File: config.mk
export PLATFORM = sky130hd
export DESIGN_NAME = asog_regs
export DESIGN_NICKNAME = d
export VERILOG_FILES = /design/src/core/asog_pkg.sv /design/src/core/asog_regs.sv
export VERILOG_INCLUDE_DIRS = /design/src /design/src/core
export SDC_FILE = /design/constraint.sdc
export NUM_CORES = 1
export LEC_CHECK = 0
export CORE_ASPECT_RATIO = 0.7
export CORE_MARGIN = 4
export CORE_UTILIZATION = 41
export DETAILED_ROUTE_END_ITERATION = 10
export DONT_BUFFER_PORTS = 1
export PLACE_DENSITY = 0.62
export SLEW_MARGIN = 5
export SYNTH_ARGS = -nofsm -noshare
export SYNTH_HDL_FRONTEND = slang
export SYNTH_SLANG_ARGS = --single-unit
export TNS_END_PERCENT = 50
File: constraint.sdc
create_clock -name MCLK -period 5.8 [get_ports MCLK]
set_input_delay 1.16 -clock MCLK [delete_from_list [all_inputs] [get_ports MCLK]]
set_output_delay 1.16 -clock MCLK [all_outputs]
set_load 0.01 [all_outputs]
File: src/core/asog_cfg.svh
// register offsets, field positions and reset values of the setup/offset/gain bank
`ifndef ASOG_CFG_SVH
`define ASOG_CFG_SVH
`define ASOG_OFS_SYNC      6'h00
`define ASOG_OFS_DIAG      6'h04
`define ASOG_OFS_DAC_R     6'h08
`define ASOG_OFS_DAC_G     6'h0C
`define ASOG_OFS_DAC_B     6'h10
`define ASOG_OFS_DAC_ALL   6'h14
`define ASOG_OFS_GAIN_R    6'h18
`define ASOG_OFS_SEL       6'h1C
`define ASOG_OFS_STATUS    6'h20
`define ASOG_RST_SYNC      8'h00
`define ASOG_RST_DIAG      8'h16
`define ASOG_RST_DAC       8'h80
`define ASOG_RST_GAIN      8'h00
`define ASOG_RST_SEL       2'h0
`define ASOG_BIT_DET_EN    0
`define ASOG_BIT_POL       4
`define ASOG_BIT_INPUT_RESISTANCE_SELECT    0
`define ASOG_BIT_TEST      7
`define ASOG_DLY_LSB       1
`define ASOG_OPD_LSB       3
`define ASOG_COL_RED       2'h0
`define ASOG_COL_GREEN     2'h1
`define ASOG_COL_BLUE      2'h2
`endif

File: src/core/asog_pkg.sv
// types of the setup/offset/gain register bank
package asog_pkg;
   typedef struct packed {
      logic       cyc;
      logic       stb;
      logic       we;
      logic [5:0] adr;
      logic [3:0] sel;
      logic [31:0] dat;
   } asog_wb_req_t;
   typedef struct packed {
      logic       sync_pulse;
      logic       video_clk;
      logic       adc_clk;
      logic       reset_clk;
   } asog_timing_t;
   typedef enum logic [1:0] {ASOG_IDLE, ASOG_COUNT} asog_state_t;
endpackage : asog_pkg

File: src/core/asog_regs.sv
// setup, test, offset and gain register bank with sync-pulse detector
//
// The Wishbone slave port and the address map were left to the implementer.
`timescale 1ns/1ps
`include "asog_cfg.svh"
module asog_regs
   import asog_pkg::*;
#(
   parameter int DLY_W = 3
) (
   input  wire logic        MCLK,
   input  wire logic        RESET,
   input  wire logic        CE,
   input  wire logic        WB_CYC,
   input  wire logic        WB_STB,
   input  wire logic        WB_WE,
   input  wire logic [5:0]  WB_ADR,
   input  wire logic [3:0]  WB_SEL,
   input  wire logic [31:0] WB_DAT_I,
   output logic      [31:0] WB_DAT_O,
   output logic             WB_ACK,
   input  wire logic        SAMPLE_SYNC_INPUT,
   input  wire logic        VIDEO_CLK,
   input  wire logic        ADC_CLK,
   input  wire logic        RESET_CLK,
   input  wire logic [3:0]  CONV_NIBBLE,
   output logic      [3:0]  NIBBLE_OUTPUT,
   output logic             INTERNAL_SYNC_PULSE,
   output logic             INPUT_RESISTANCE_SELECT,
   output logic      [1:0]  OUTPUT_DELAY_SELECT,
   output logic      [7:0]  OFFSET_CODE,
   output logic      [7:0]  GAIN_CODE,
   output logic             GAIN_IS_RED
);
   asog_wb_req_t req;
   logic [7:0]   sync_ff;
   logic [7:0]   diag_ff;
   logic [7:0]   dac_r_ff;
   logic [7:0]   dac_g_ff;
   logic [7:0]   dac_b_ff;
   logic [7:0]   gain_r_ff;
   logic [1:0]   colour_select_ff;
   logic         ack_ff;
   logic [31:0]  rdata_ff;
   logic [31:0]  nxt_rdata;
   logic         wr_en;
   logic         lane0;
   logic [2:0]   ss_ff;
   logic         edge_seen;
   logic [DLY_W-1:0] cnt_ff;
   asog_state_t  state_ff;
   logic         pulse_ff;
   logic [3:0]   tsync1_ff;
   logic [3:0]   tsync2_ff;
   logic [3:0]   nib_ff;
   logic         det_en;
   logic [DLY_W-1:0] detect_delay;

   assign req = '{cyc: WB_CYC, stb: WB_STB, we: WB_WE, adr: WB_ADR, sel: WB_SEL,
                  dat: WB_DAT_I};
   assign lane0 = req.sel[0];
   // ack one cycle after the strobe, dropped the cycle after
   // writes need byte lane 0; the other lanes carry nothing here
   assign wr_en = req.cyc && req.stb && req.we && !ack_ff && lane0 && CE;

   always_ff @(posedge MCLK) begin
      if (RESET) begin
         ack_ff <= 1'b0;
      end else if (CE) begin
         ack_ff <= req.cyc && req.stb && !ack_ff;
      end
   end

   // reserved bits stored as written, except colour select which keeps only bits 1:0; software keeps them at fixed values
   always_ff @(posedge MCLK) begin
      if (RESET) begin
         sync_ff          <= `ASOG_RST_SYNC;
         diag_ff          <= `ASOG_RST_DIAG;
         gain_r_ff        <= `ASOG_RST_GAIN;
         colour_select_ff <= `ASOG_RST_SEL;
      end else if (wr_en) begin
         case (req.adr)
            `ASOG_OFS_SYNC:   sync_ff   <= req.dat[7:0];
            `ASOG_OFS_DIAG:   diag_ff   <= req.dat[7:0];
            `ASOG_OFS_GAIN_R: gain_r_ff <= req.dat[7:0];
            `ASOG_OFS_SEL:    colour_select_ff <= req.dat[1:0];
            default: ;
         endcase
      end
   end

   always_ff @(posedge MCLK) begin
      if (RESET) begin
         dac_r_ff <= `ASOG_RST_DAC;
         dac_g_ff <= `ASOG_RST_DAC;
         dac_b_ff <= `ASOG_RST_DAC;
      end else if (wr_en) begin
         case (req.adr)
            `ASOG_OFS_DAC_R: dac_r_ff <= req.dat[7:0];
            `ASOG_OFS_DAC_G: dac_g_ff <= req.dat[7:0];
            `ASOG_OFS_DAC_B: dac_b_ff <= req.dat[7:0];
            `ASOG_OFS_DAC_ALL: begin
               dac_r_ff <= req.dat[7:0];
               dac_g_ff <= req.dat[7:0];
               dac_b_ff <= req.dat[7:0];
            end
            default: ;
         endcase
      end
   end

   always_comb begin
      nxt_rdata = 32'h00000000;
      case (req.adr)
         `ASOG_OFS_SYNC:   nxt_rdata[7:0] = sync_ff;
         `ASOG_OFS_DIAG:   nxt_rdata[7:0] = diag_ff;
         `ASOG_OFS_DAC_R:  nxt_rdata[7:0] = dac_r_ff;
         `ASOG_OFS_DAC_G:  nxt_rdata[7:0] = dac_g_ff;
         `ASOG_OFS_DAC_B:  nxt_rdata[7:0] = dac_b_ff;
         `ASOG_OFS_GAIN_R: nxt_rdata[7:0] = gain_r_ff;
         `ASOG_OFS_SEL:    nxt_rdata[1:0] = colour_select_ff;
         `ASOG_OFS_STATUS: nxt_rdata[1:0] = {state_ff == ASOG_COUNT, pulse_ff};
         default:          nxt_rdata = 32'h00000000;
      endcase
   end

   always_ff @(posedge MCLK) begin
      if (RESET) begin
         rdata_ff <= 32'h00000000;
      end else if (CE && req.cyc && req.stb && !ack_ff) begin
         rdata_ff <= nxt_rdata;
      end
   end

   assign WB_ACK   = ack_ff;
   assign WB_DAT_O = rdata_ff;

   assign det_en       = sync_ff[`ASOG_BIT_DET_EN];
   assign detect_delay = sync_ff[`ASOG_DLY_LSB +: DLY_W];

   // pin is asynchronous: two flops, then a third for edge detection
   always_ff @(posedge MCLK) begin
      if (RESET) begin
         ss_ff <= 3'h0;
      end else if (CE) begin
         ss_ff <= {ss_ff[1:0], SAMPLE_SYNC_INPUT};
      end
   end

   assign edge_seen = sync_ff[`ASOG_BIT_POL] ? (ss_ff[1] && !ss_ff[2])
                                              : (!ss_ff[1] && ss_ff[2]);

   // edges during the count are ignored; pulse is one clock wide
   always_ff @(posedge MCLK) begin
      if (RESET) begin
         state_ff <= ASOG_IDLE;
         cnt_ff   <= '0;
         pulse_ff <= 1'b0;
      end else if (CE) begin
         pulse_ff <= 1'b0;
         case (state_ff)
            ASOG_IDLE: begin
               if (det_en && edge_seen) begin
                  if (detect_delay == '0) begin
                     pulse_ff <= 1'b1;
                  end else begin
                     cnt_ff   <= detect_delay;
                     state_ff <= ASOG_COUNT;
                  end
               end
            end
            ASOG_COUNT: begin
               if (!det_en) begin
                  state_ff <= ASOG_IDLE;
               end else if (cnt_ff == DLY_W'(1)) begin
                  pulse_ff <= 1'b1;
                  state_ff <= ASOG_IDLE;
               end else begin
                  cnt_ff <= cnt_ff - DLY_W'(1);
               end
            end
            default: state_ff <= ASOG_IDLE;
         endcase
      end
   end

   // detect off: synchronised input passed straight on
   assign INTERNAL_SYNC_PULSE = det_en ? pulse_ff : ss_ff[1];

   always_ff @(posedge MCLK) begin
      if (RESET) begin
         tsync1_ff <= 4'h0;
         tsync2_ff <= 4'h0;
         nib_ff    <= 4'h0;
      end else if (CE) begin
         tsync1_ff <= {1'b0, VIDEO_CLK, ADC_CLK, RESET_CLK};
         tsync2_ff <= tsync1_ff;
         nib_ff    <= diag_ff[`ASOG_BIT_TEST]
                      ? {INTERNAL_SYNC_PULSE, tsync2_ff[2:0]} : CONV_NIBBLE;
      end
   end
   assign NIBBLE_OUTPUT = nib_ff;

   assign INPUT_RESISTANCE_SELECT = diag_ff[`ASOG_BIT_INPUT_RESISTANCE_SELECT];
   // code 11 not trapped: passes through as written
   assign OUTPUT_DELAY_SELECT = diag_ff[`ASOG_OPD_LSB +: 2];

   // reserved colour code falls back to red rather than a dead output
   always_comb begin
      case (colour_select_ff)
         `ASOG_COL_RED:   OFFSET_CODE = dac_r_ff;
         `ASOG_COL_GREEN: OFFSET_CODE = dac_g_ff;
         `ASOG_COL_BLUE:  OFFSET_CODE = dac_b_ff;
         default:         OFFSET_CODE = dac_r_ff;
      endcase
   end
   // only red gain lives here; other gains belong elsewhere
   assign GAIN_IS_RED = (colour_select_ff == `ASOG_COL_RED);
   assign GAIN_CODE   = gain_r_ff;

   ack_pulse_a: assert property (@(posedge MCLK) disable iff (RESET)
      WB_ACK |=> !WB_ACK)
      else $error("ack held longer than one cycle");
   alias_write_a: assert property (@(posedge MCLK) disable iff (RESET)
      (wr_en && req.adr == `ASOG_OFS_DAC_ALL) |=>
      (dac_r_ff == $past(req.dat[7:0]) && dac_g_ff == dac_r_ff && dac_b_ff == dac_r_ff))
      else $error("alias write did not load all offsets");
   sync_delay_a: assert property (@(posedge MCLK) disable iff (RESET)
      (CE && det_en && state_ff == ASOG_IDLE && edge_seen && detect_delay == DLY_W'(2))
      ##1 (CE && det_en)[*2] |=> pulse_ff)
      else $error("sync pulse not at programmed delay");
   sync_none_a: assert property (@(posedge MCLK) disable iff (RESET)
      (pulse_ff && !$past(pulse_ff)) |-> $past(state_ff == ASOG_COUNT || edge_seen))
      else $error("sync pulse without edge");
   pass_thru_a: assert property (@(posedge MCLK) disable iff (RESET)
      !det_en |-> INTERNAL_SYNC_PULSE == ss_ff[1])
      else $error("input not passed through");
   test_mux_a: assert property (@(posedge MCLK) disable iff (RESET)
      (!RESET && CE && !diag_ff[`ASOG_BIT_TEST]) |=> NIBBLE_OUTPUT == $past(CONV_NIBBLE))
      else $error("nibble pins not carrying data");
   offset_sel_a: assert property (@(posedge MCLK) disable iff (RESET)
      colour_select_ff == `ASOG_COL_BLUE |-> OFFSET_CODE == dac_b_ff)
      else $error("wrong offset selected");
   res_sel_a: assert property (@(posedge MCLK) disable iff (RESET)
      (wr_en && req.adr == `ASOG_OFS_DIAG) |=>
      INPUT_RESISTANCE_SELECT == $past(req.dat[0]) &&
      OUTPUT_DELAY_SELECT == $past(req.dat[4:3]))
      else $error("diagnostic fields not applied");
   gain_wr_a: assert property (@(posedge MCLK) disable iff (RESET)
      (wr_en && req.adr == `ASOG_OFS_GAIN_R) |=> GAIN_CODE == $past(req.dat[7:0]))
      else $error("red gain not stored");

   // bus handshake, read data and clock enable
   ack_resp_a: assert property (@(posedge MCLK) disable iff (RESET)
      (CE && req.cyc && req.stb && !WB_ACK) |=> WB_ACK)
      else $error("request not answered next cycle");
   ack_idle_a: assert property (@(posedge MCLK) disable iff (RESET)
      (CE && !(req.cyc && req.stb)) |=> !WB_ACK)
      else $error("ack without request");
   alias_read_a: assert property (@(posedge MCLK) disable iff (RESET)
      (CE && req.cyc && req.stb && !WB_ACK && req.adr == `ASOG_OFS_DAC_ALL) |=>
      WB_DAT_O == 32'h00000000)
      else $error("alias location did not read zero");
   read_upper_a: assert property (@(posedge MCLK) disable iff (RESET)
      WB_DAT_O[31:8] == 24'h000000)
      else $error("upper read bits not zero");
   freeze_a: assert property (@(posedge MCLK) disable iff (RESET)
      !CE |=> $stable(WB_ACK) && $stable(sync_ff) && $stable(diag_ff) &&
      $stable(dac_r_ff) && $stable(gain_r_ff) && $stable(state_ff) && $stable(nib_ff))
      else $error("state moved with clock enable low");

   // offset, gain and colour registers
   dac_reset_a: assert property (@(posedge MCLK)
      $past(RESET) && !RESET |-> dac_r_ff == `ASOG_RST_DAC && dac_g_ff == `ASOG_RST_DAC &&
      dac_b_ff == `ASOG_RST_DAC && gain_r_ff == `ASOG_RST_GAIN)
      else $error("offset or gain reset value wrong");
   diag_reset_a: assert property (@(posedge MCLK)
      $past(RESET) && !RESET |-> diag_ff == `ASOG_RST_DIAG && sync_ff == `ASOG_RST_SYNC &&
      colour_select_ff == `ASOG_RST_SEL && !WB_ACK)
      else $error("setup reset value wrong");
   dac_green_a: assert property (@(posedge MCLK) disable iff (RESET)
      (wr_en && req.adr == `ASOG_OFS_DAC_G) |=>
      dac_g_ff == $past(req.dat[7:0]) && $stable(dac_r_ff) && $stable(dac_b_ff))
      else $error("green offset write wrong");
   dac_blue_a: assert property (@(posedge MCLK) disable iff (RESET)
      (wr_en && req.adr == `ASOG_OFS_DAC_B) |=> dac_b_ff == $past(req.dat[7:0]))
      else $error("blue offset write wrong");
   offset_red_a: assert property (@(posedge MCLK) disable iff (RESET)
      colour_select_ff == `ASOG_COL_RED |-> OFFSET_CODE == dac_r_ff)
      else $error("red offset not applied");
   offset_green_a: assert property (@(posedge MCLK) disable iff (RESET)
      colour_select_ff == `ASOG_COL_GREEN |-> OFFSET_CODE == dac_g_ff)
      else $error("green offset not applied");
   gain_apply_a: assert property (@(posedge MCLK) disable iff (RESET)
      colour_select_ff == `ASOG_COL_RED |-> GAIN_IS_RED && GAIN_CODE == gain_r_ff)
      else $error("red gain not applied");
   gain_other_a: assert property (@(posedge MCLK) disable iff (RESET)
      colour_select_ff != `ASOG_COL_RED |-> !GAIN_IS_RED)
      else $error("red gain flagged for other colour");
   colour_wr_a: assert property (@(posedge MCLK) disable iff (RESET)
      (wr_en && req.adr == `ASOG_OFS_SEL) |=> colour_select_ff == $past(req.dat[1:0]))
      else $error("colour select not stored");

   // sync detector and test pins
   edge_pulse_a: assert property (@(posedge MCLK) disable iff (RESET)
      (!RESET && CE && det_en && state_ff == ASOG_IDLE && edge_seen && detect_delay == '0)
      |=> pulse_ff)
      else $error("edge with zero delay gave no pulse");
   det_off_a: assert property (@(posedge MCLK) disable iff (RESET)
      (CE && !det_en) |=> !pulse_ff)
      else $error("pulse while detection off");
   count_hold_a: assert property (@(posedge MCLK) disable iff (RESET)
      (!RESET && CE && det_en && state_ff == ASOG_COUNT && cnt_ff != DLY_W'(1)) |=>
      state_ff == ASOG_COUNT && !pulse_ff)
      else $error("delay count ended early");
   test_nib_a: assert property (@(posedge MCLK) disable iff (RESET)
      (!RESET && CE && diag_ff[`ASOG_BIT_TEST]) |=>
      NIBBLE_OUTPUT == {$past(INTERNAL_SYNC_PULSE), $past(tsync2_ff[2:0])})
      else $error("test pins not showing timing signals");

   // main scenarios reached
   alias_c: cover property (@(posedge MCLK) wr_en && req.adr == `ASOG_OFS_DAC_ALL);
   pulse_c: cover property (@(posedge MCLK) det_en && pulse_ff);
   test_c:  cover property (@(posedge MCLK) diag_ff[`ASOG_BIT_TEST] && CE);
   count_c: cover property (@(posedge MCLK) state_ff == ASOG_COUNT && cnt_ff == DLY_W'(1));
   freeze_c: cover property (@(posedge MCLK) !CE && !RESET);
endmodule : asog_regs

==> impl_metrics.env, run 1 <==
export IMPL_status="completed"
export IMPL_antenna_found_initial=0
export IMPL_gr_total_overflow=0
export IMPL_worst_hold_slack_ps=472.2
export IMPL_cts_setup_buffers=0
export IMPL_cts_tree="yes"
export IMPL_cap_violations=0
export IMPL_synth_most_common_cell="dfxtp_1"
export IMPL_arrival_ps=3540
export IMPL_yosysTopAreaCellShare_pct=38.62
export IMPL_viasPerCell=5.754
export IMPL_drc=0
export IMPL_vias=3113
export IMPL_routedWlPerCell_um=19.60
export IMPL_synthTopCellsByArea="dfxtp_1 (39%), mux2i_1 (13%), nor2_1 (5.7%), buf_4 (4.9%), a21oi_1 (3.3%)"
export IMPL_comb_power_share_pct=4.0
export IMPL_ys_flop_type="dfxtp_1"
export IMPL_insertion_delay_ps=340
export IMPL_synth_seq_area_share_pct=38.62
export IMPL_dieArea_mm2=0.01140
export IMPL_place_hpwl_um=7202
export IMPL_grt_pass1_wl_um=16400
export IMPL_hold_class="flip-flop to flip-flop"
export IMPL_drt_wl_total_um=10610
export IMPL_fin_crit_sh_pct=56.29
export IMPL_dr_pass1_iters=5
export IMPL_clk_path_buf_depth=2
export IMPL_ioPinCount=114
export IMPL_internal_power_uw=865.4
export IMPL_htree_num_levels=3
export IMPL_layout_nets=473
export IMPL_fp_dieH_um=90.55
export IMPL_slew_violations=0
export IMPL_finalSetupTns_ps=0
export IMPL_ant_nets=0
export IMPL_start_util_pct=42.97
export IMPL_grt_max_degree=78
export IMPL_rsz0062_at_grt="no"
export IMPL_p_leak_uw=0.001386
export IMPL_startpoint_type="primary input"
export IMPL_syn_area_mm2=0.003991
export IMPL_yosysWarnings=0
export IMPL_worstPathMaxFanout=25
export IMPL_p_per_area_mw_per_mm2=266.8
export IMPL_clk_pin_slew_ps=60
export IMPL_synth_cell_type_count=52
export IMPL_setup_viol=0
export IMPL_cp_end_kind="flip-flop"
export IMPL_timing_slew_headroom_pct=16.27
export IMPL_syn_inst=434
export IMPL_yosysTopAreaCell="dfxtp_1"
export IMPL_async_reset_ff_share_pct=0
export IMPL_cts_buffers=9
export IMPL_ir_worst_vdd_v=0.0001532
export IMPL_track_usage_pct=18.38
export IMPL_area_growth_pct=4.984
export IMPL_core_area_mm2=0.009289
export IMPL_numPortBuffers=0
export IMPL_power_frac_clock_pct=47.4
export IMPL_hold_buffers=0
export IMPL_worstMarginPinSlew_ps=1246
export IMPL_synth_top_cells_by_count="dfxtp_1 (77), nor2_1 (61), mux2i_1 (50)"
export IMPL_die_w_um=125.9
export IMPL_drive_gt1_share_pct=8.393
export IMPL_ctsResizeCount=0
export IMPL_drt_iter0_drc=284
export IMPL_p_sw_uw=252.5
export IMPL_synth_edf_count=0
export IMPL_cts_sink_count=77
export IMPL_layout_min_cycle_time_ps=3265
export IMPL_cts_root_buf="clkbuf_16"
export IMPL_nFillCells=888
export IMPL_crit_required_ps=6070
export IMPL_finalClockSkew_ps=5.605
export IMPL_rows=29
export IMPL_hold_viol=0
export IMPL_seq_power_share_pct=48.6
export IMPL_p_sw_share_pct=22.59
export IMPL_antenna_cells=0
export IMPL_ys_ff_latch=77
export IMPL_gp_congestion=0.9066
export IMPL_crit_type="primary input to flip-flop"
export IMPL_syn_avg_cell_area_um2=9.197
export IMPL_grt_pass1_vias=2875
export IMPL_fmax_ghz=0.3063
export IMPL_power_uw=1118
[layout make-up]
type | instances | area, µm² | share of cell area, %
tap | 124 | 155.1 | 3.703
inverter | 7 | 26.28 | 0.6271
multi-input combinational | 317 | 2188 | 52.22
sequential | 77 | 1541 | 36.79
clock inverter | 4 | 22.52 | 0.5375
clock buffer | 12 | 256.5 | 6.121
[power by group through the flow]
stage | sequential, µW | clock, µW | combinational, µW
after global routing | 544 | 564 | 47.9
after detailed placement | 555 | 0 | 42.9
after floorplan | 553 | 0 | 64.6
after global placement | 555 | 0 | 41.8
final | 543 | 530 | 44.3
after CTS | 543 | 541 | 43.0
[worst paths after layout]
path / start / end / slack, ps / cells after the start
hold / removal: cnt_ff[1] / cnt_ff[1] / 470 / 2
hold reg to reg: cnt_ff[1] / cnt_ff[1] / 470 / 2
setup reg to reg: WB_ACK / dac_g_ff[4] / 2920 / 4
setup / recovery: CE / dac_g_ff[4] / 2530 / 4
[cells by family after synthesis]
family,share of synthesized area (%)
buffers and inverters,8.715
multiplexers,17.52
AO/OA/AOI/OAI,13.61
XOR/XNOR,0.2195
adder cells (fa/ha/maj),1.567
AND/OR/NAND/NOR,19.66
other,0.09395
flip-flops,38.62
[per-layer routing]
layer / GRT usage [%] / wire, µm
met5: 0 / 0
met1: 26.33 / 4914
met3: 6.915 / 1092
met2: 25.00 / 4405
met4: 6.429 / 194
[critical path, stage by stage]
cell and delay, ps:
nand4b_1 700, nor3_1 1290, nand3_1 190, a21oi_1 180
[flip-flops by register name, indices dropped and copies added, names as in the netlist]
| register | flops |
|---|---|
| pulse_ff | 1 |
| state_ff | 1 |
| dac_b_ff | 8 |
| WB_ACK | 1 |
| ss_ff | 3 |
| NIBBLE_OUTPUT | 4 |
| colour_select_ff | 2 |
| tsync2_ff | 3 |
| sync_ff | 8 |
| diag_ff | 8 |
| GAIN_CODE | 8 |
| dac_r_ff | 8 |
| dac_g_ff | 8 |
| cnt_ff | 3 |
| WB_DAT_O | 8 |
| tsync1_ff | 3 |
[per-stage QoR]
| step | worst slack [ps] | area, µm² | utilization, % | std cells |
|---|---|---|---|---|
| final | 2535 | 4190 | 45.11 | 541 |
| after global routing | 2536 | 4190 | 45.11 | 541 |
| after CTS | 2639 | 4190 | 45.11 | 541 |
| after detailed placement | 2228 | 3911 | 42.11 | 525 |
| after global placement | 2327 | 3911 | 42.11 | 525 |
| after floorplan | 3005 | 4078 | - | 457 |
[cell usage in the layout (no fill, tap or decap), drive strengths merged, types with 7 or more instances in the layout]
cell type  instances
a221oi             8
conb              24
a211oi             9
nand3             12
nor2b              8
mux2i             50
nor2              68
mux4               7
dfxtp             77
clkbuf            12
nand2             14
o21ai             15
a22oi              8
a21oi             26
inv                7
No activity file was read; power rests on OpenSTA's default activity.
==> inputs of run 2 (changes only) <==
--- a/config.mk
+++ b/config.mk
@@ -6,12 +6,13 @@
 export SDC_FILE = /design/constraint.sdc
 export NUM_CORES = 1
 export LEC_CHECK = 0
+export ABC_AREA = 1
 export CORE_ASPECT_RATIO = 0.7
 export CORE_MARGIN = 4
 export CORE_UTILIZATION = 41
 export DETAILED_ROUTE_END_ITERATION = 10
 export DONT_BUFFER_PORTS = 1
-export PLACE_DENSITY = 0.62
+export PLACE_DENSITY = 0.64
 export SLEW_MARGIN = 5
 export SYNTH_ARGS = -nofsm -noshare
 export SYNTH_HDL_FRONTEND = slang
==> constraint.sdc (replaced) <==
create_clock -name MCLK -period 2.8 [get_ports MCLK]
set_input_delay 0.56 -clock MCLK [delete_from_list [all_inputs] [get_ports MCLK]]
set_output_delay 0.56 -clock MCLK [all_outputs]
set_load 0.01 [all_outputs]
==> run 2 against run 1 <==
  * Final cell count up 23%
  * Global-route usage about the same
  * Design area down 1.1%
  * Total power up 130%
  * Clock power up 140%
  * Synthesized cell count up 25%
  * Count of clock-buffer cells in the layout down 2
  * Core utilization up 0.39 points
  * Largest power group is now the clock network
  * Critical endpoint is now OFFSET_CODE[1]
  * Combinational power rose to 2.6 times the previous value
  * Sequential cell count unchanged
==> impl_metrics.env, run 2 <==
export IMPL_crit_type="flip-flop to output pin"
export IMPL_numPortBuffers=0
export IMPL_die_w_um=123.7
export IMPL_synth_edf_count=0
export IMPL_ys_flop_type="dfxtp_1"
export IMPL_startpoint_type="flip-flop"
export IMPL_nFillCells=932
export IMPL_clk_pin_slew_ps=60
export IMPL_ir_worst_vdd_v=0.0003578
export IMPL_layout_nets=595
export IMPL_status="completed"
export IMPL_place_ws_ps=740.2
export IMPL_r2r_start="WB_ACK"
export IMPL_comb_power_share_pct=4.5
export IMPL_gr_total_overflow=0
export IMPL_synth_top_cells_by_count="nor2_1 (84), nand2_1 (82), dfxtp_1 (77)"
export IMPL_r2r_slack_ps=1200
export IMPL_ant_nets=0
export IMPL_cts_root_buf="clkbuf_16"
export IMPL_antenna_cells=0
export IMPL_drc=0
export IMPL_drive_gt1_share_pct=7.421
export IMPL_area_growth_pct=7.812
export IMPL_finalSetupTns_ps=0
export IMPL_power_frac_clock_pct=50.9
export IMPL_finalClockSkew_ps=6.935
export IMPL_min_from="RESET"
export IMPL_internal_power_uw=1958
export IMPL_setup_viol=0
export IMPL_layout_commonest_cell="nor2_1"
export IMPL_synthTopCellsByArea="dfxtp_1 (40%), nor2_1 (8.2%), nand2_1 (8.0%), o21ai_0 (7.8%), a21oi_1 (5.5%)"
export IMPL_hold_class="primary input to flip-flop"
export IMPL_cts_sink_count=77
export IMPL_p_per_area_mw_per_mm2=610.8
export IMPL_holdPathStages=1
export IMPL_grt_pass1_wl_um=15640
export IMPL_cap_violations=0
export IMPL_timing_slew_headroom_pct=43.26
export IMPL_worstHoldEndpoint="WB_ACK"
export IMPL_cts_setup_buffers=0
export IMPL_cts_buffers=9
export IMPL_grt_pass1_vias=3034
export IMPL_p_sw_share_pct=22.63
export IMPL_layout_min_cycle_time_ps=2377
export IMPL_dieArea_mm2=0.01101
export IMPL_htree_num_levels=3
export IMPL_layout_setup_ws_ps=422.5
export IMPL_fin_crit_sh_pct=84.91
export IMPL_slew_violations=0
export IMPL_worstMarginPinSlew_ps=845.8
export IMPL_p_sw_uw=572.7
export IMPL_yosysTopAreaCell="dfxtp_1"
export IMPL_place_hpwl_um=7389
export IMPL_yosysTopAreaCellShare_pct=40.10
export IMPL_arrival_ps=1820
export IMPL_syn_area_mm2=0.003844
export IMPL_ff_latch_area_mm2=0.001541
export IMPL_worstPathMaxFanout=16
export IMPL_start_util_pct=42.20
export IMPL_rsz0062_at_grt="no"
export IMPL_synth_most_common_cell="nor2_1"
export IMPL_cts_tree="yes"
export IMPL_multi_input_area_mm2=0.001864
export IMPL_hold_buffers=0
export IMPL_routedWlPerCell_um=15.07
export IMPL_layout_common_cells="nor2_1 (84), nand2_1 (82), dfxtp_1 (77), o21ai_0 (60), inv_1 (54)"
export IMPL_clk_path_buf_depth=2
export IMPL_antenna_found_initial=0
export IMPL_syn_avg_cell_area_um2=7.066
export IMPL_r2r_cells=8
export IMPL_drt_wl_total_um=9989
export IMPL_track_usage_pct=18.38
export IMPL_ys_ff_latch=77
export IMPL_yosysWarnings=0
export IMPL_insertion_delay_ps=340
export IMPL_rows=29
export IMPL_core_area_mm2=0.009107
export IMPL_p_leak_uw=0.001715
export IMPL_synth_cell_type_count=29
export IMPL_hold_viol=0
export IMPL_crit_required_ps=2240
export IMPL_ctsResizeCount=0
export IMPL_fp_dieH_um=89.01
export IMPL_synth_seq_area_share_pct=40.10
export IMPL_vias=3416
export IMPL_syn_inst=544
export IMPL_fin_util_pct=45.50
export IMPL_reg2reg_to="GAIN_CODE[4]"
export IMPL_viasPerCell=5.152
export IMPL_cp_end_kind="output pin"
export IMPL_gp_congestion=0.8379
export IMPL_async_reset_ff_share_pct=0
export IMPL_dr_pass1_iters=5
export IMPL_drt_iter0_drc=315
export IMPL_grt_max_degree=43
export IMPL_ioPinCount=114
export IMPL_seq_power_share_pct=44.6
export IMPL_fmax_ghz=0.4206
-- run 2: changes by cell type after synthesis, sizes merged, moves of 15 or more --
cell	delta
inv	+52
o22ai	+15
mux2i	-50
nor2	+26
o21ai	+59
nand2	+71
a21oi	+16
-- run 2: cell families (layout without fill, tap and decap cells) --
family	count (synthesis)	count (layout)	synth area share (%)
AO/OA/AOI/OAI	143	143	19.76
XOR/XNOR	1	1	0.2279
adder cells (fa/ha/maj)	5	5	1.628
buffers and inverters	106	78	13.64
flip-flops	77	77	40.10
other	1	24	0.09756
AND/OR/NAND/NOR	211	211	24.54
-- run 2: worst max-delay path, cell delays in order (launching register included) --
cell	delay [ps]
dfxtp_1	370
inv_1	90
ha_1	590
nor2_1	90
a31oi_1	340
-- run 2: layer usage --
metal / share of wire [%] / routed length [µm] / GRT usage [%] / vias up
li1: - / - / - / 1715
met1: 47 / 4729 / 26.59 / 1571
met2: 42 / 4245 / 25.80 / 122
met3: 9.5 / 946 / 6.894 / 8
met4: 0.68 / 68 / 4.322 / 0
met5: 0 / 0 / 0 / -
-- run 2: worst max path at each step --
stage / endpoint / start / slack [ps]
2_1_floorplan: OFFSET_CODE[3] / colour_select_ff[0] / 910
3_3_place_gp: OFFSET_CODE[1] / colour_select_ff[0] / 840
3_5_place_dp: OFFSET_CODE[1] / colour_select_ff[0] / 740
4_1_cts: OFFSET_CODE[1] / colour_select_ff[0] / 380
5_1_grt: OFFSET_CODE[1] / colour_select_ff[0] / 260
6_report: OFFSET_CODE[1] / colour_select_ff[0] / 420
-- run 2: area by class of cell --
type,instances,share of cell area [%]
inverters,60,5.435
clock inverters,6,2.204
multi-input cells,384,44.99
clock buffers,10,5.767
flip-flops and latches,77,37.20
repair buffers,2,0.6643
well taps,124,3.744
-- run 2: stage by stage --
step | hold slack (ps) | instances | instance area (µm²) | total power (µW)
2_1_floorplan | 424.5 | 567 | 3930 | 1270
3_3_place_gp | 438.2 | 647 | 3814 | 1264
3_5_place_dp | 440.3 | 647 | 3814 | 1265
4_1_cts | 273.4 | 663 | 4144 | 2551
5_1_grt | 268.4 | 663 | 4144 | 2616
6_report | 284.3 | 663 | 4144 | 2531
-- run 2: power groups by stage --
| stage | Sequential [µW] | Combinational (µW) | Clock (µW) |
|---|---|---|---|
| after CTS | 1130 | 111 | 1310 |
| after global routing | 1130 | 128 | 1360 |
| after global placement | 1150 | 109 | 0 |
| after detailed placement | 1150 | 111 | 0 |
| final | 1130 | 113 | 1290 |
| after floorplan | 1150 | 120 | 0 |
==> inputs of run 3 (changes only) <==
--- a/config.mk
+++ b/config.mk
@@ -12,7 +12,7 @@
 export CORE_UTILIZATION = 41
 export DETAILED_ROUTE_END_ITERATION = 10
 export DONT_BUFFER_PORTS = 1
-export PLACE_DENSITY = 0.64
+export PLACE_DENSITY = 0.62
 export SLEW_MARGIN = 5
 export SYNTH_ARGS = -nofsm -noshare
 export SYNTH_HDL_FRONTEND = slang
==> constraint.sdc (replaced) <==
create_clock -name MCLK -period 2.4 [get_ports MCLK]
set_input_delay 0.48 -clock MCLK [delete_from_list [all_inputs] [get_ports MCLK]]
set_output_delay 0.48 -clock MCLK [all_outputs]
set_load 0.01 [all_outputs]
==> run 3 against run 2 <==
  * Global-route usage rose by 1.0 points
  * Non-clock buffer count rose by 3
  * Critical path type unchanged
  * Core utilization fell by 0.45 points
==> impl_metrics.env, run 3 (synthesis gave the netlist of run 2 again) <==
export IMPL_core_area_mm2=0.009107
export IMPL_worst_hold_slack_ps=206.4
export IMPL_p_per_area_mw_per_mm2=663.1
export IMPL_vias=3468
export IMPL_cts_sink_count=77
export IMPL_nFillCells=938
export IMPL_drt_iter0_drc=264
export IMPL_cts_setup_buffers=0
export IMPL_crit_required_ps=1920
export IMPL_crit_type="flip-flop to output pin"
export IMPL_cp_end_kind="output pin"
export IMPL_hold_viol=0
export IMPL_layout_nets=598
export IMPL_r2r_start="WB_ACK"
export IMPL_gr_total_overflow=0
export IMPL_worstMarginPinSlew_ps=808.3
export IMPL_fmax_ghz=0.4577
export IMPL_final_area_mm2=0.004103
export IMPL_fp_dieH_um=89.01
export IMPL_antenna_found_initial=0
export IMPL_startpoint="colour_select_ff[1]"
export IMPL_drt_wl_total_um=10430
export IMPL_layout_commonest_cell="nor2_1"
export IMPL_layout_min_cycle_time_ps=2185
export IMPL_cap_violations=0
export IMPL_cts_root_buf="clkbuf_16"
export IMPL_timing_slew_headroom_pct=45.78
export IMPL_slew_violations=0
export IMPL_dieArea_mm2=0.01101
export IMPL_antenna_cells=0
export IMPL_insertion_delay_ps=340
export IMPL_htree_num_levels=3
export IMPL_status="completed"
export IMPL_worstPathMaxFanout=16
export IMPL_die_w_um=123.7
export IMPL_clk_path_buf_depth=2
export IMPL_layout_common_cells="nor2_1 (84), nand2_1 (82), dfxtp_1 (77), o21ai_0 (60), inv_1 (54)"
export IMPL_grt_pass1_wl_um=16410
export IMPL_finalClockSkew_ps=3.258
export IMPL_rows=29
export IMPL_ir_worst_vdd_v=0.0004648
export IMPL_cts_buffers=9
export IMPL_routedWlPerCell_um=15.68
export IMPL_area_growth_pct=6.738
export IMPL_rsz0062_at_grt="no"
export IMPL_setup_viol=0
export IMPL_arrival_ps=1700
export IMPL_start_util_pct=42.20
export IMPL_grt_max_degree=32
export IMPL_fin_cells=665
export IMPL_drc=0
export IMPL_startpoint_type="flip-flop"
export IMPL_placed_area_mm2=0.003824
export IMPL_clk_pin_slew_ps=60
export IMPL_ioPinCount=114
export IMPL_place_hpwl_um=7584
export IMPL_dr_pass1_iters=5
export IMPL_cts_tree="yes"
export IMPL_numPortBuffers=0
export IMPL_p_leak_uw=0.001691
export IMPL_fin_crit_sh_pct=91.04
export IMPL_viasPerCell=5.215
export IMPL_grt_pass1_vias=3156
export IMPL_dpl_cell_count=650
export IMPL_gp_congestion=0.8425
export IMPL_finalSetupTns_ps=0
export IMPL_ant_nets=0
export IMPL_track_usage_pct=19.39
export IMPL_hold_class="primary input to flip-flop"
export IMPL_drive_gt1_share_pct=7.948
export IMPL_min_from="RESET"
==> run 3: area by class of cell <==
| class | instances | area, µm² | area share, % |
|---|---|---|---|
| clock buffer | 10 | 239.0 | 5.825 |
| clock inverter | 5 | 37.54 | 0.9149 |
| tap | 124 | 155.1 | 3.782 |
| multi-input combinational | 384 | 1867 | 45.50 |
| sequential | 77 | 1541 | 37.57 |
| timing repair buffer | 5 | 37.54 | 0.9149 |
| inverter | 60 | 225.2 | 5.489 |
==> run 3: through the flow <==
stage	power (µW)	worst slack, ps	util (%)
2_1_floorplan	1482	593.3	-
3_3_place_gp	1477	515.6	41.98
3_5_place_dp	1480	463.6	41.98
4_1_cts	2744	94.96	45.02
5_1_grt	2810	97.58	45.05
6_report	2720	215.0	45.05
==> run 3: where the power goes <==
group | total [µW] | switching (µW) | leakage, µW | internal (µW)
Combinational | 135 | 97.9 | 0.000936 | 37.4
Clock | 1270 | 543 | 0.000131 | 724
Sequential | 1320 | 17.8 | 0.000624 | 1300
==> run 3: critical path, stage by stage, from the launching register on <==
cell,delay [ps]
dfxtp_1,370
inv_1,100
ha_2,520
nor2_1,70
a31oi_1,320
==> run 3: path summary, 6_finish.rpt <==
path                          to  slack [ps]  cells after the start
hold reg to reg       diag_ff[1]         460                      2
setup / recovery  OFFSET_CODE[1]         220                      4
setup reg to reg      diag_ff[7]         760                      8
hold / removal       WB_DAT_O[1]         210                      1
==> run 3: layer usage <==
layer	GRT usage, %	vias up	share of wire (%)
li1	-	1720	-
met1	26.87	1598	46
met2	27.86	140	43
met3	7.084	10	10
met4	6.533	0	1.3
met5	0	-	0
==> run 3: repair_timing <==
item,4_1_cts,5_1_grt
hold endpoints to repair,0,0
gates resized for setup,0,1
setup endpoints to repair,0,4
hold buffers,0,0
